===== src/rtl/lps_pkg.sv =====
// constants for the low-power state sequencer (controller side)
// assumes one 100 MHz system clock that also paces the bus clock
package lps_pkg;
  localparam int unsigned clk_mhz = 100;
  // bus clocks after the stop-grant cycle before the sleep request or clock stop
  localparam int unsigned grant_to_stop_bclk = 100;
  // bus clocks between sleep request and bus clock stop
  localparam int unsigned sleep_to_stop_bclk = 10;
  // bus clocks stop-clock request is held after the sleep request is dropped
  localparam int unsigned sleep_to_stop_clock_request_n_bclk = 10;
  // input hold after stop-clock release, in bus clocks
  localparam int unsigned stop_clock_request_n_in_hold_bclk = 8;
  // input hold after sleep release, in bus clocks
  localparam int unsigned sleep_in_hold_bclk = 10;
  // longest pll relock time in microseconds
  localparam int unsigned pll_lock_us = 30;
  localparam int unsigned pll_lock_cyc = pll_lock_us * clk_mhz;
  localparam int unsigned cnt_w = 12;
  typedef enum logic [1:0]
  {
    tgt_stop_grant,
    tgt_quick_start,
    tgt_sleep,
    tgt_deep_sleep
  } target_t;
  typedef enum logic [3:0]
  {
    st_run,
    st_wait_grant,
    st_grant_wait,
    st_stop_grant,
    st_sleep_wait,
    st_sleep,
    st_deep,
    st_relock,
    st_sleep_exit,
    st_stop_clock_request_n_exit,
    st_hold
  } state_t;
endpackage


===== src/rtl/low_power_state_sequencer.sv =====
// controller that steps the processor through its low-power states
// assumes the stop-grant completion pulse is synchronous to mclk and
// that mclk clocks the bus clock gate
// and that the system side honours inputs_frozen and priority_agent_pass;
// every gap is counted in mclk cycles, one bus clock each
`timescale 1ns/1ps
`default_nettype none
module low_power_state_sequencer
  import lps_pkg::*;
#(
  parameter int unsigned pll_wait_cycles = lps_pkg::pll_lock_cyc
)
(
  input wire logic mclk,
  input wire logic rstn,
  input wire logic enter_req,
  input wire lps_pkg::target_t enter_target,
  input wire logic wake_req,
  input wire logic stop_grant_done,
  output logic stop_clock_request_n,
  output logic sleep_request_n,
  output logic bus_clock_enable,
  output logic inputs_frozen,
  output logic priority_agent_pass,
  output logic busy,
  output lps_pkg::state_t state
);
  import lps_pkg::*;

  // state, target and the shared step counter
  state_t state_r;
  state_t state_nxt;
  target_t target_r;
  target_t target_nxt;
  logic [cnt_w-1:0] cnt_r;
  logic [cnt_w-1:0] cnt_nxt;

  // registered request, clock and freeze outputs
  logic stop_clock_request_n_n_r;
  logic stop_clock_request_n_n_nxt;
  logic slp_n_r;
  logic slp_n_nxt;
  logic clk_en_r;
  logic clk_en_nxt;
  logic frozen_r;
  logic frozen_nxt;
  logic pass_r;
  logic pass_nxt;

  // true once the counter has reached one less than the given count
  function automatic logic reached(input logic [cnt_w-1:0] c, input int unsigned n);
    reached = (c >= cnt_w'(n - 1));
  endfunction

  // targets whose inputs the system must freeze at grant completion
  function automatic logic freezes_inputs(input target_t t);
    freezes_inputs = (t != tgt_stop_grant);
  endfunction

  // targets that park in quick start, where the priority request may move
  function automatic logic quick_path(input target_t t);
    quick_path = (t == tgt_quick_start || t == tgt_deep_sleep);
  endfunction

  // next-state and next-output decode

  always_comb
  begin
    state_nxt = state_r;
    target_nxt = target_r;
    cnt_nxt = cnt_r + cnt_w'(1);
    stop_clock_request_n_n_nxt = stop_clock_request_n_n_r;
    slp_n_nxt = slp_n_r;
    clk_en_nxt = clk_en_r;
    frozen_nxt = frozen_r;
    pass_nxt = pass_r;
    case (state_r)
      // idle: bus clock running, inputs free
      st_run:
      begin
        cnt_nxt = '0;
        if (enter_req)
        begin
          target_nxt = enter_target;
          stop_clock_request_n_n_nxt = 1'b0;
          state_nxt = st_wait_grant;
        end
      end

      // stop-clock asserted, waiting for the grant cycle
      st_wait_grant:
      begin
        cnt_nxt = '0;
        if (stop_grant_done)
        begin
          // freeze inputs no later than grant completion
          if (freezes_inputs(target_r))
          begin
            frozen_nxt = 1'b1;
            pass_nxt = quick_path(target_r);
          end
          state_nxt = st_grant_wait;
        end
      end

      // grant seen: count the gap before sleep or clock stop
      st_grant_wait:
      begin
        if (wake_req)
        begin
          cnt_nxt = '0;
          state_nxt = pass_r ? st_stop_clock_request_n_exit : st_hold;
          stop_clock_request_n_n_nxt = pass_r ? stop_clock_request_n_n_r : 1'b1;
        end
        else if (target_r == tgt_stop_grant || target_r == tgt_quick_start)
          state_nxt = st_stop_grant;
        else if (reached(cnt_r, grant_to_stop_bclk))
        begin
          cnt_nxt = '0;
          if (target_r == tgt_sleep || !pass_r)
          begin
            frozen_nxt = 1'b1;
            slp_n_nxt = 1'b0;
            state_nxt = st_sleep_wait;
          end
          else
          begin
            clk_en_nxt = 1'b0;
            state_nxt = st_deep;
          end
        end
      end

      st_stop_grant:
      begin
        // stop grant or quick start: wait here for a wake
        cnt_nxt = '0;
        if (wake_req)
        begin
          if (pass_r)
            state_nxt = st_stop_clock_request_n_exit;
          else
          begin
            stop_clock_request_n_n_nxt = 1'b1;
            state_nxt = st_run;
          end
        end
      end

      // sleep asserted: clock keeps running for the sleep-to-stop gap
      st_sleep_wait:
      begin
        if (wake_req)
        begin
          cnt_nxt = '0;
          slp_n_nxt = 1'b1;
          state_nxt = st_sleep_exit;
        end
        else if (target_r == tgt_deep_sleep && reached(cnt_r, sleep_to_stop_bclk))
        begin
          cnt_nxt = '0;
          clk_en_nxt = 1'b0;
          state_nxt = st_deep;
        end
        else if (target_r != tgt_deep_sleep)
          state_nxt = st_sleep;
      end

      // sleep: a deep-sleep request here stops the clock after the gap
      st_sleep:
      begin
        cnt_nxt = '0;
        if (wake_req)
        begin
          slp_n_nxt = 1'b1;
          state_nxt = st_sleep_exit;
        end
        else if (enter_req && enter_target == tgt_deep_sleep)
        begin
          // the gap is counted afresh, so it is never short
          target_nxt = tgt_deep_sleep;
          state_nxt = st_sleep_wait;
        end
      end

      // bus clock stopped
      st_deep:
      begin
        cnt_nxt = '0;
        if (wake_req)
        begin
          clk_en_nxt = 1'b1;
          state_nxt = st_relock;
        end
      end

      // clock back: wait out the full lock window
      st_relock:
      begin
        // requests stay asserted through the whole lock window
        if (reached(cnt_r, pll_wait_cycles))
        begin
          cnt_nxt = '0;
          if (!slp_n_r)
          begin
            slp_n_nxt = 1'b1;
            state_nxt = st_sleep_exit;
          end
          else
            state_nxt = st_stop_clock_request_n_exit;
        end
      end

      // sleep released: stop-clock stays low for its hold
      st_sleep_exit:
      begin
        if (reached(cnt_r, sleep_to_stop_clock_request_n_bclk))
        begin
          cnt_nxt = '0;
          stop_clock_request_n_n_nxt = 1'b1;
          state_nxt = st_hold;
        end
      end

      st_stop_clock_request_n_exit:
      begin
        cnt_nxt = '0;
        stop_clock_request_n_n_nxt = 1'b1;
        state_nxt = st_hold;
      end

      // stop-clock released: inputs stay frozen for the hold
      st_hold:
      begin
        if (reached(cnt_r, stop_clock_request_n_in_hold_bclk))
        begin
          cnt_nxt = '0;
          frozen_nxt = 1'b0;
          pass_nxt = 1'b0;
          state_nxt = st_run;
        end
      end

      default:
      begin
        state_nxt = st_run;
        cnt_nxt = '0;
      end
    endcase
  end

  // reset leaves the clock running and every request released
  always_ff @(posedge mclk or negedge rstn)
  begin
    if (!rstn)
    begin
      state_r <= st_run;
      target_r <= tgt_stop_grant;
      cnt_r <= '0;
      stop_clock_request_n_n_r <= 1'b1;
      slp_n_r <= 1'b1;
      clk_en_r <= 1'b1;
      frozen_r <= 1'b0;
      pass_r <= 1'b0;
    end
    else
    begin
      state_r <= state_nxt;
      target_r <= target_nxt;
      cnt_r <= cnt_nxt;
      stop_clock_request_n_n_r <= stop_clock_request_n_n_nxt;
      slp_n_r <= slp_n_nxt;
      clk_en_r <= clk_en_nxt;
      frozen_r <= frozen_nxt;
      pass_r <= pass_nxt;
    end
  end

  // outputs come straight from registers, busy decoded from the state register
  assign stop_clock_request_n = stop_clock_request_n_n_r;
  assign sleep_request_n = slp_n_r;
  assign bus_clock_enable = clk_en_r;
  assign inputs_frozen = frozen_r;
  assign priority_agent_pass = pass_r;
  assign busy = (state_r != st_run);
  assign state = state_r;
endmodule
`default_nettype wire


===== config.mk =====
export PLATFORM = sky130hd
export DESIGN_NAME = low_power_state_sequencer
export DESIGN_NICKNAME = d
export VERILOG_FILES = /design/src/rtl/lps_pkg.sv /design/src/rtl/low_power_state_sequencer.sv
export SDC_FILE = /design/constraint.sdc
export NUM_CORES = 1
export LEC_CHECK = 0
export ABC_AREA = 1
export BUFFER_PORTS_ARGS = -buffer_cell sky130_fd_sc_hd__buf_2
export CELL_PAD_IN_SITES_DETAIL_PLACEMENT = 0
export CELL_PAD_IN_SITES_GLOBAL_PLACEMENT = 2
export CORE_ASPECT_RATIO = 0.7
export CORE_UTILIZATION = 30
export DETAILED_ROUTE_END_ITERATION = 8
export GPL_ROUTABILITY_DRIVEN = 0
export HOLD_SLACK_MARGIN = 0.02
export PLACE_DENSITY = 0.81
export SYNTH_ARGS = -nofsm -noshare
export SYNTH_HDL_FRONTEND = slang
export SYNTH_SLANG_ARGS = --single-unit

===== constraint.sdc =====
create_clock -name mclk -period 1.6 [get_ports mclk]
set_input_delay 0.16 -clock mclk [delete_from_list [all_inputs] [get_ports mclk]]
set_output_delay 0.16 -clock mclk [all_outputs]
set_load 0.03 [all_outputs]

# ---- Word-level counts from Yosys, hierarchy flattened
# Index checks and enable logic that the tools add are counted.
dict set report op_classes {
  n_eq_ne 38
  add_sub_neg 1
  order_cmp 4
  n_reduce_logical 25
  n_mux 63
}
# operator count
set ops {}
lappend ops {{$mux W12} 8}
lappend ops {{$mux W4} 16}
lappend ops {{$pmux W12 S5} 1}
lappend ops {{$pmux W4 S11} 1}
lappend ops {{$ne A2 B2 Y1 const B} 19}
lappend ops {{$mux W1} 26}
lappend ops {{$eq A4 B3 Y1 const B} 4}
lappend ops {{$reduce_and A8 Y1} 2}
lappend ops {{$add A12 B1 Y12 const B} 1}
lappend ops {{$eq A4 B4 Y1 const B} 3}
lappend ops {{$ge A12 B12 Y1 const B} 1}
lappend ops {{$ge A12 B3 Y1 const B} 1}
lappend ops {{$ge A12 B4 Y1 const B} 1}
lappend ops {{$ge A12 B7 Y1 const B} 1}
lappend ops {{$mux W2} 5}
lappend ops {{$reduce_and A10 Y1} 1}
lappend ops {{$pmux W1 S3} 3}
lappend ops {{$reduce_bool A3 Y1} 3}
lappend ops {{$eq A4 B2 Y1 const B} 2}
lappend ops {{$ne A4 B4 Y1 const B} 2}
lappend ops {{$reduce_and A4 Y1} 2}
lappend ops {{$reduce_bool A4 Y1} 2}
lappend ops {{$reduce_and A7 Y1} 1}
lappend ops {{$eq A2 B2 Y1 const B} 3}
lappend ops {{other kinds (15)} 22}
dict set report totals {
  regBits 23
  out_inout_bits 10
  inputBits 7
  wordCells 139
}

# ---- Depth between registers and ports, before layout
# Gate-level depths: netlist (run 1).
dict set report depth {
  depth_word 7
  depth_mapped 12
  mapped_depth_nobuf 12
}

# ---- Worst setup path after synthesis (run 1)
# No wires, ideal clock.
dict set report synth_path {
  path_type {register to register}
  startpoint {register state_r[0], in the netlist state[0]}
  endpoint {register cnt_r[7]}
  path_buffers 1
  required_time_ps 1479
  synth_period_minus_slack_ps 1642
  stages_incl_launch_ff 10
  slack_ps -42
  arrival_ps 1522
  setup_ps 121
  path_cell_list {dfrtp_1 -> nor2_1 -> and2_0 -> nand3_1 -> nand2_1 -> inv_2 -> nand3_2 -> nor2_4 -> buf_12 -> nor2_2}
}
dict set report synth_between {
  elab_chain_cells 2
  elab_cells_between_ends 6
  classes_between {eq/ne (5); mux (1)}
}
# item line_no
set synth_rtl {}
lappend synth_rtl {{start: declaration} low_power_state_sequencer.sv:31} ;# state_t state_r;
lappend synth_rtl {{start signal: assignment} low_power_state_sequencer.sv:257} ;# state_r <= st_run;
lappend synth_rtl {{start signal: assignment} low_power_state_sequencer.sv:268} ;# state_r <= state_nxt;
lappend synth_rtl {{$eq A4 B4 Y1 (tied with other cells)} low_power_state_sequencer.sv:77} ;# case (state_r)
lappend synth_rtl {{$pmux W12 S5 *} low_power_state_sequencer.sv:77}
lappend synth_rtl {{net cnt_nxt[7]} low_power_state_sequencer.sv:36} ;# logic [cnt_w-1:0] cnt_nxt;
lappend synth_rtl {{end signal: assignment} low_power_state_sequencer.sv:270} ;# cnt_r <= cnt_nxt;
lappend synth_rtl {{end: declaration} low_power_state_sequencer.sv:35} ;# logic [cnt_w-1:0] cnt_r;
# Mark *: on every way through the listed nets, which the timed path passes. The rest lies on a longest branch.
# A chain may end at the register's enable or synchronous reset.

# ---- Worst setup path after layout (run 1)
dict set report layout_path {
  startpoint {register state_r[1], in the netlist state[1]}
  endpoint {register state_r[3], in the netlist state[3]}
}
dict set report layout_between {
  elab_chain_cells 3
  elab_cells_between_ends 23
  classes_between {eq/ne (20); mux (1); reduce/logical (2)}
}
# item line_no
set layout_rtl {}
lappend layout_rtl {{$eq A4 B3 Y1 (tied with other cells)} low_power_state_sequencer.sv:77}
lappend layout_rtl {{$ne A4 B4 Y1 (no source line) (tied with other cells)} n/a}
lappend layout_rtl {{$reduce_and A10 Y1 (no source line)} n/a}
# Parallel ways exist; a longest one is shown, timed or not.

==> flow_metrics.env, run 1 <==
export IMPL_status="finished with violations"
export IMPL_violations="setup timing"
export IMPL_internal_power_mw=2.20
export IMPL_clkSlewWorstSetupHoldPaths_ns=0.09
export IMPL_wirelength_um=5310
export IMPL_yosys_cell_types_count=28
export IMPL_cts_tree="yes"
export IMPL_die_w_um=94.4
export IMPL_setup_tns_ns=-0.390
export IMPL_clock_skew_final_ns=0.00463
export IMPL_grt_setup_unrepaired="yes"
export IMPL_drc=0
export IMPL_nets=338
export IMPL_post_drt_wl_per_cell_um=13.2
export IMPL_fin_area_um2=2620
export IMPL_max_cap_viol_count=0
export IMPL_drive_gt1_share_pct=48.0
export IMPL_via_per_inst=4.62
export IMPL_drv_slew=0
export IMPL_htree_num_levels=1
export IMPL_clock_sinks=23
export IMPL_port_buffers=16
export IMPL_ir_drop_uv=613
export IMPL_die_h_um=66.7
export IMPL_diodes=0
export IMPL_yosysWarnings=0
export IMPL_dieArea_um2=6300
export IMPL_syn_area_per_cell_um2=6.98
export IMPL_fmax_mhz=608
export IMPL_swShare_pct=49.2
export IMPL_antenna_left=0
export IMPL_num_vias=1857
export IMPL_hpwl_um=4130
export IMPL_arrival_ns=1.86
export IMPL_drt_iter0_drc=94
export IMPL_setup_viol=16
export IMPL_cts_root_buf="clkbuf_8"
export IMPL_grt_pass1_vias=1747
export IMPL_cp_required_ns=1.81
export IMPL_netlist_area_um2=1790
export IMPL_p_sw_mw=2.13
export IMPL_ys_ff_latch=23
export IMPL_worst_slew_pin_slew_ns=0.547
export IMPL_grt_max_degree=24
export IMPL_hold_viol_final=0
export IMPL_grt_pass1_wl_um=8890
export IMPL_reg2reg_slack_ns=-0.04
export IMPL_maxSlewHeadroom_pct=63.6
export IMPL_min_path_type="primary input to register"
export IMPL_final_period_utilization_pct=103
export IMPL_start_util_pct=31.2
export IMPL_overflow=0
export IMPL_p_clk_share_pct=8.7
export IMPL_dr_pass1_iters=4
export IMPL_grt_usage_pct=18.9
export IMPL_utilization_pct=45.6
export IMPL_path_class="register to register"
export IMPL_end_kind="register"
export IMPL_leakagePower_nw=1.26
export IMPL_min_period_ns=1.64
export IMPL_cts_buffers_inserted=3
export IMPL_synthCells=257
export IMPL_synth_nets=267
export IMPL_clock_path_buffers=2
export IMPL_worstSkewPairLatency_ns=0.27
export IMPL_rows=23
export IMPL_placed_area_um2=2260
export IMPL_cp_max_fo=6
export IMPL_ios=17
export IMPL_ys_seq_area_share_pct=32.3
export IMPL_area_growth_pct=46.2
export IMPL_comb_power_share_pct=69.9
export IMPL_core_area_um2=5760
export IMPL_p_seq_share_pct=21.4
export IMPL_start_kind="register"
export IMPL_power_density_nw_per_um2=1650
export IMPL_antenna_found_initial=0
export IMPL_setup_ws_ns=-0.0444
## cell type report
cell class	instances	area, um^2
fillers	612	3130
repair buffers	68	518
flip-flops and latches	23	586
multi-input cells	200	1260
well taps	75	93.8
clock buffers	4	45.0
inverters	32	120
## critical path, stage by stage (launching register included)
cell and delay, ns:
dfrtp_2 0.47, nor2_2 0.26, and2_0 0.19, nand3_2 0.11
nand2_2 0.10, inv_2 0.04, buf_4 0.12, buf_4 0.12
buf_4 0.12, nand2_2 0.05
## stage by stage
stage	power [mW]	worst slack, ns	std cells	hold slack [ns]
floorplan	2.42	0.00985	257	-0.136
global placement	3.27	-0.0975	387	0.186
detailed placement	3.24	-0.130	387	0.184
CTS	4.12	-0.0860	402	0.173
global route	4.63	-0.140	402	0.188
finish	4.32	-0.0444	402	0.174
## final timing paths
kind / depth (start not counted) / to / startpoint
max: 9 / state[3]$_DFFE_PN0P_ / state[1]$_DFFE_PN0P_
min: 3 / target_r[0]$_DFFE_PN0P_ / enter_target[0]
max reg2reg: 9 / state[3]$_DFFE_PN0P_ / state[1]$_DFFE_PN0P_
min reg2reg: 2 / bus_clock_enable$_DFFE_PN1P_ / bus_clock_enable$_DFFE_PN1P_
max in group asynchronous: 2 / cnt_r[0]$_DFF_PN0_ / rstn
min in group asynchronous: 2 / cnt_r[9]$_DFF_PN0_ / rstn
## flip-flops by register name (all words and copies together), names as in the netlist
register	cells
cnt_r	12
state	4
target_r	2
bus_clock_enable	1
inputs_frozen	1
priority_agent_pass	1
sleep_request_n	1
stop_clock_request_n	1
## kinds of logic after synthesis
| logic type | synth area share [%] |
|---|---|
| fa+ha+maj | 2.09 |
| xor+xnor | 4.39 |
| simple gates | 46.4 |
| compound gates | 6.21 |
| flops | 32.3 |
| buf+inv | 8.58 |
## metal layers
layer	track usage, %	routed length, um
met5	0	0
met4	2.88	30
met3	3.31	208
met2	25.4	2060
met1	30.7	3000
## power by group through the flow
stage	logic, mW	registers [mW]	clock network [mW]
finish	3.02	0.927	0.376
global route	3.26	0.955	0.413
CTS	2.79	0.934	0.393
detailed placement	2.33	0.918	0
global placement	2.35	0.918	0
floorplan	1.33	1.09	0
## synthesized netlist by cell type (all sizes together)
cell type | instances | area (um^2)
nand2 | 69 | 272
nor2 | 62 | 330
inv | 32 | 120
nand3 | 24 | 143
dfrtp | 20 | 500
nand4 | 8 | 50.1
o21ai | 8 | 40.0
xor2 | 8 | 70.1
a21oi | 6 | 41.3
nor3 | 4 | 20.0
dfstp | 3 | 78.8
ha | 3 | 37.5
o2111ai | 2 | 17.5
o22ai | 2 | 12.5
and2 | 1 | 6.26
and3 | 1 | 6.26
buf | 1 | 20.0
clkbuf | 1 | 13.8
or2 | 1 | 6.26
xnor2 | 1 | 8.76
## what timing repair did
item | in CTS | in global routing
buffers inserted | 9 | 3
endpoints found under the hold margin | 20 | 0
gates resized for setup | 32 | 38
endpoints found under the setup margin | 18 | 21
hold buffers | 1 | 0
pin swaps | 17 | 14
gates cloned | 1 | 0
## placed cells by master, fill, tap and decap left out, types with 5 or more instances in the layout
| master | n |
|---|---|
| dfrtp_2 | 5 |
| buf_6 | 6 |
| nor2_4 | 11 |
| nand4_1 | 8 |
| inv_1 | 22 |
| nand3_2 | 9 |
| dfrtp_1 | 15 |
| buf_2 | 15 |
| nor2_2 | 17 |
| inv_2 | 10 |
| xor2_1 | 8 |
| buf_4 | 44 |
| nand2_2 | 16 |
| nor2_1 | 34 |
| nand3_1 | 14 |
| nand2_1 | 49 |
Note: power is estimated with default switching activity, not from simulation.
==> inputs of run 2 (changes only) <==
CORE_MARGIN = 2   (was unset)
RECOVER_POWER = 100   (was unset)
==> run 2 against run 1 <==
The flow still finishes with violations (setup timing). Hold slack worse by 0.0061 ns. Cell count is 6.0% higher. Sequential power is 0.6% lower. Via count is 6.9% higher. Wire length is 6.4% higher. Largest cell class unchanged.
==> flow_metrics.env, run 2 (synthesis results as in run 1) <==
export IMPL_regMostFlops="cnt_r"
export IMPL_grt_pass1_vias=1840
export IMPL_cts_buffers_inserted=3
export IMPL_clock_skew_final_ns=0.00593
export IMPL_setup_ws_ns=-0.0503
export IMPL_num_vias=1986
export IMPL_grt_usage_pct=17.4
export IMPL_hold_viol_final=0
export IMPL_antenna_left=0
export IMPL_min_path_type="primary input to register"
export IMPL_leakagePower_nw=1.37
export IMPL_die_h_um=68.7
export IMPL_final_common_cell="buf_4"
export IMPL_min_period_ns=1.65
export IMPL_drive_gt1_share_pct=55.6
export IMPL_via_per_inst=4.66
export IMPL_clkSlewWorstSetupHoldPaths_ns=0.09
export IMPL_violations="setup timing"
export IMPL_finalPower_mw=4.61
export IMPL_grt_setup_unrepaired="yes"
export IMPL_ir_drop_uv=901
export IMPL_end_kind="register"
export IMPL_dp_cells=406
export IMPL_grt_pass1_wl_um=8680
export IMPL_dieArea_um2=6630
export IMPL_htree_num_levels=1
export IMPL_overflow=0
export IMPL_dr_pass1_iters=4
export IMPL_maxSlewHeadroom_pct=60.3
export IMPL_largest_reg_flops=12
export IMPL_hpwl_um=4300
export IMPL_area_growth_pct=62.6
export IMPL_post_drt_wl_per_cell_um=13.3
export IMPL_antenna_found_initial=0
export IMPL_max_cap_viol_count=0
export IMPL_cp_required_ns=1.80
export IMPL_drt_iter0_drc=130
export IMPL_wirelength_um=5650
export IMPL_status="finished with violations"
export IMPL_clock_path_buffers=2
export IMPL_layout_common_cells="buf_4, nand2_1, nor2_1"
export IMPL_fmax_mhz=606
export IMPL_drv_slew=0
export IMPL_arrival_ns=1.85
export IMPL_cts_root_buf="clkbuf_8"
export IMPL_setup_viol=18
export IMPL_grt_max_degree=24
export IMPL_rows=23
export IMPL_start_util_pct=31.2
export IMPL_cts_tree="yes"
export IMPL_clock_sinks=23
export IMPL_power_density_nw_per_um2=1580
export IMPL_core_area_um2=5760
export IMPL_path_class="register to register"
export IMPL_port_buffers=16
export IMPL_final_period_utilization_pct=103
export IMPL_diodes=0
export IMPL_ios=17
export IMPL_nFillCells=590
export IMPL_multi_input_area_um2=1370
export IMPL_worstSkewPairLatency_ns=0.27
export IMPL_setup_tns_ns=-0.635
export IMPL_die_w_um=96.4
export IMPL_final_cells=426
export IMPL_drc=0
export IMPL_start_kind="register"
export IMPL_nets=362
export IMPL_cp_max_fo=7
export IMPL_worst_slew_pin_slew_ns=0.596
export IMPL_seq_area_um2=584
run 2: cell types whose count changed in the layout (fill, tap and decap cells not counted), sizes merged:
cell    before  now
clkbuf       4   13
buf         67   82
run 2: what timing repair did:
item,in CTS,in global routing
gates resized for setup,35,71
endpoints found under the hold margin,20,0
endpoints found under the setup margin,19,20
hold buffers,1,0
pin swaps,13,37
buffers inserted,7,9
run 2: report_power, final:
group | internal, mW | total, mW | switching, mW
Combinational | 1.42 | 3.32 | 1.90
Clock | 0.178 | 0.377 | 0.199
Sequential | 0.753 | 0.921 | 0.168
run 2: per-stage QoR:
stage / area, um^2 / hold WS [ns] / setup WS, ns / utilization (%)
floorplan: 1800 / -0.136 / 0.00985 / -
global placement: 2390 / 0.178 / -0.164 / 41.5
detailed placement: 2390 / 0.185 / -0.254 / 41.5
CTS: 2610 / 0.170 / -0.0419 / 45.4
global route: 2920 / 0.159 / -0.134 / 50.7
finish: 2920 / 0.168 / -0.0503 / 50.7
run 2: critical path, stage by stage, from the launching register on:
cell and delay [ns]:
dfrtp_2 0.48, nor2_4 0.21, inv_2 0.08, nor2_4 0.18, buf_6 0.14, nand2_4 0.05, a21oi_4 0.16, nor2_4 0.07
buf_12 0.15, nor2_4 0.07
run 2: area by class of cell:
cell class,instances,share of cell area (%)
clock buffer,4,1.54
sequential,23,20.0
tap,75,3.22
multi-input combinational,200,47.1
timing repair buffer,92,23.9
inverter,32,4.20
run 2: final timing paths:
kind                                         startpoint                           end  slack (ns)  depth (start not counted)
setup reg to reg                   state[2]$_DFFE_PN0P_            cnt_r[0]$_DFF_PN0_       -0.05                          9
hold reg to reg            bus_clock_enable$_DFFE_PN1P_  bus_clock_enable$_DFFE_PN1P_        0.45                          2
min in group asynchronous                          rstn           cnt_r[11]$_DFF_PN0_        0.42                          2
hold / removal                          enter_target[1]       target_r[1]$_DFFE_PN0P_        0.17                          3
setup / recovery                   state[2]$_DFFE_PN0P_            cnt_r[0]$_DFF_PN0_       -0.05                          9
max in group asynchronous                          rstn            cnt_r[0]$_DFF_PN0_        0.75                          2
run 2: metal layers:
metal / GRT usage (%) / wire [um]
met3: 2.93 / 282
met5: 0 / 0
met2: 26.8 / 2460
met4: 2.29 / 31
met1: 26.1 / 2870
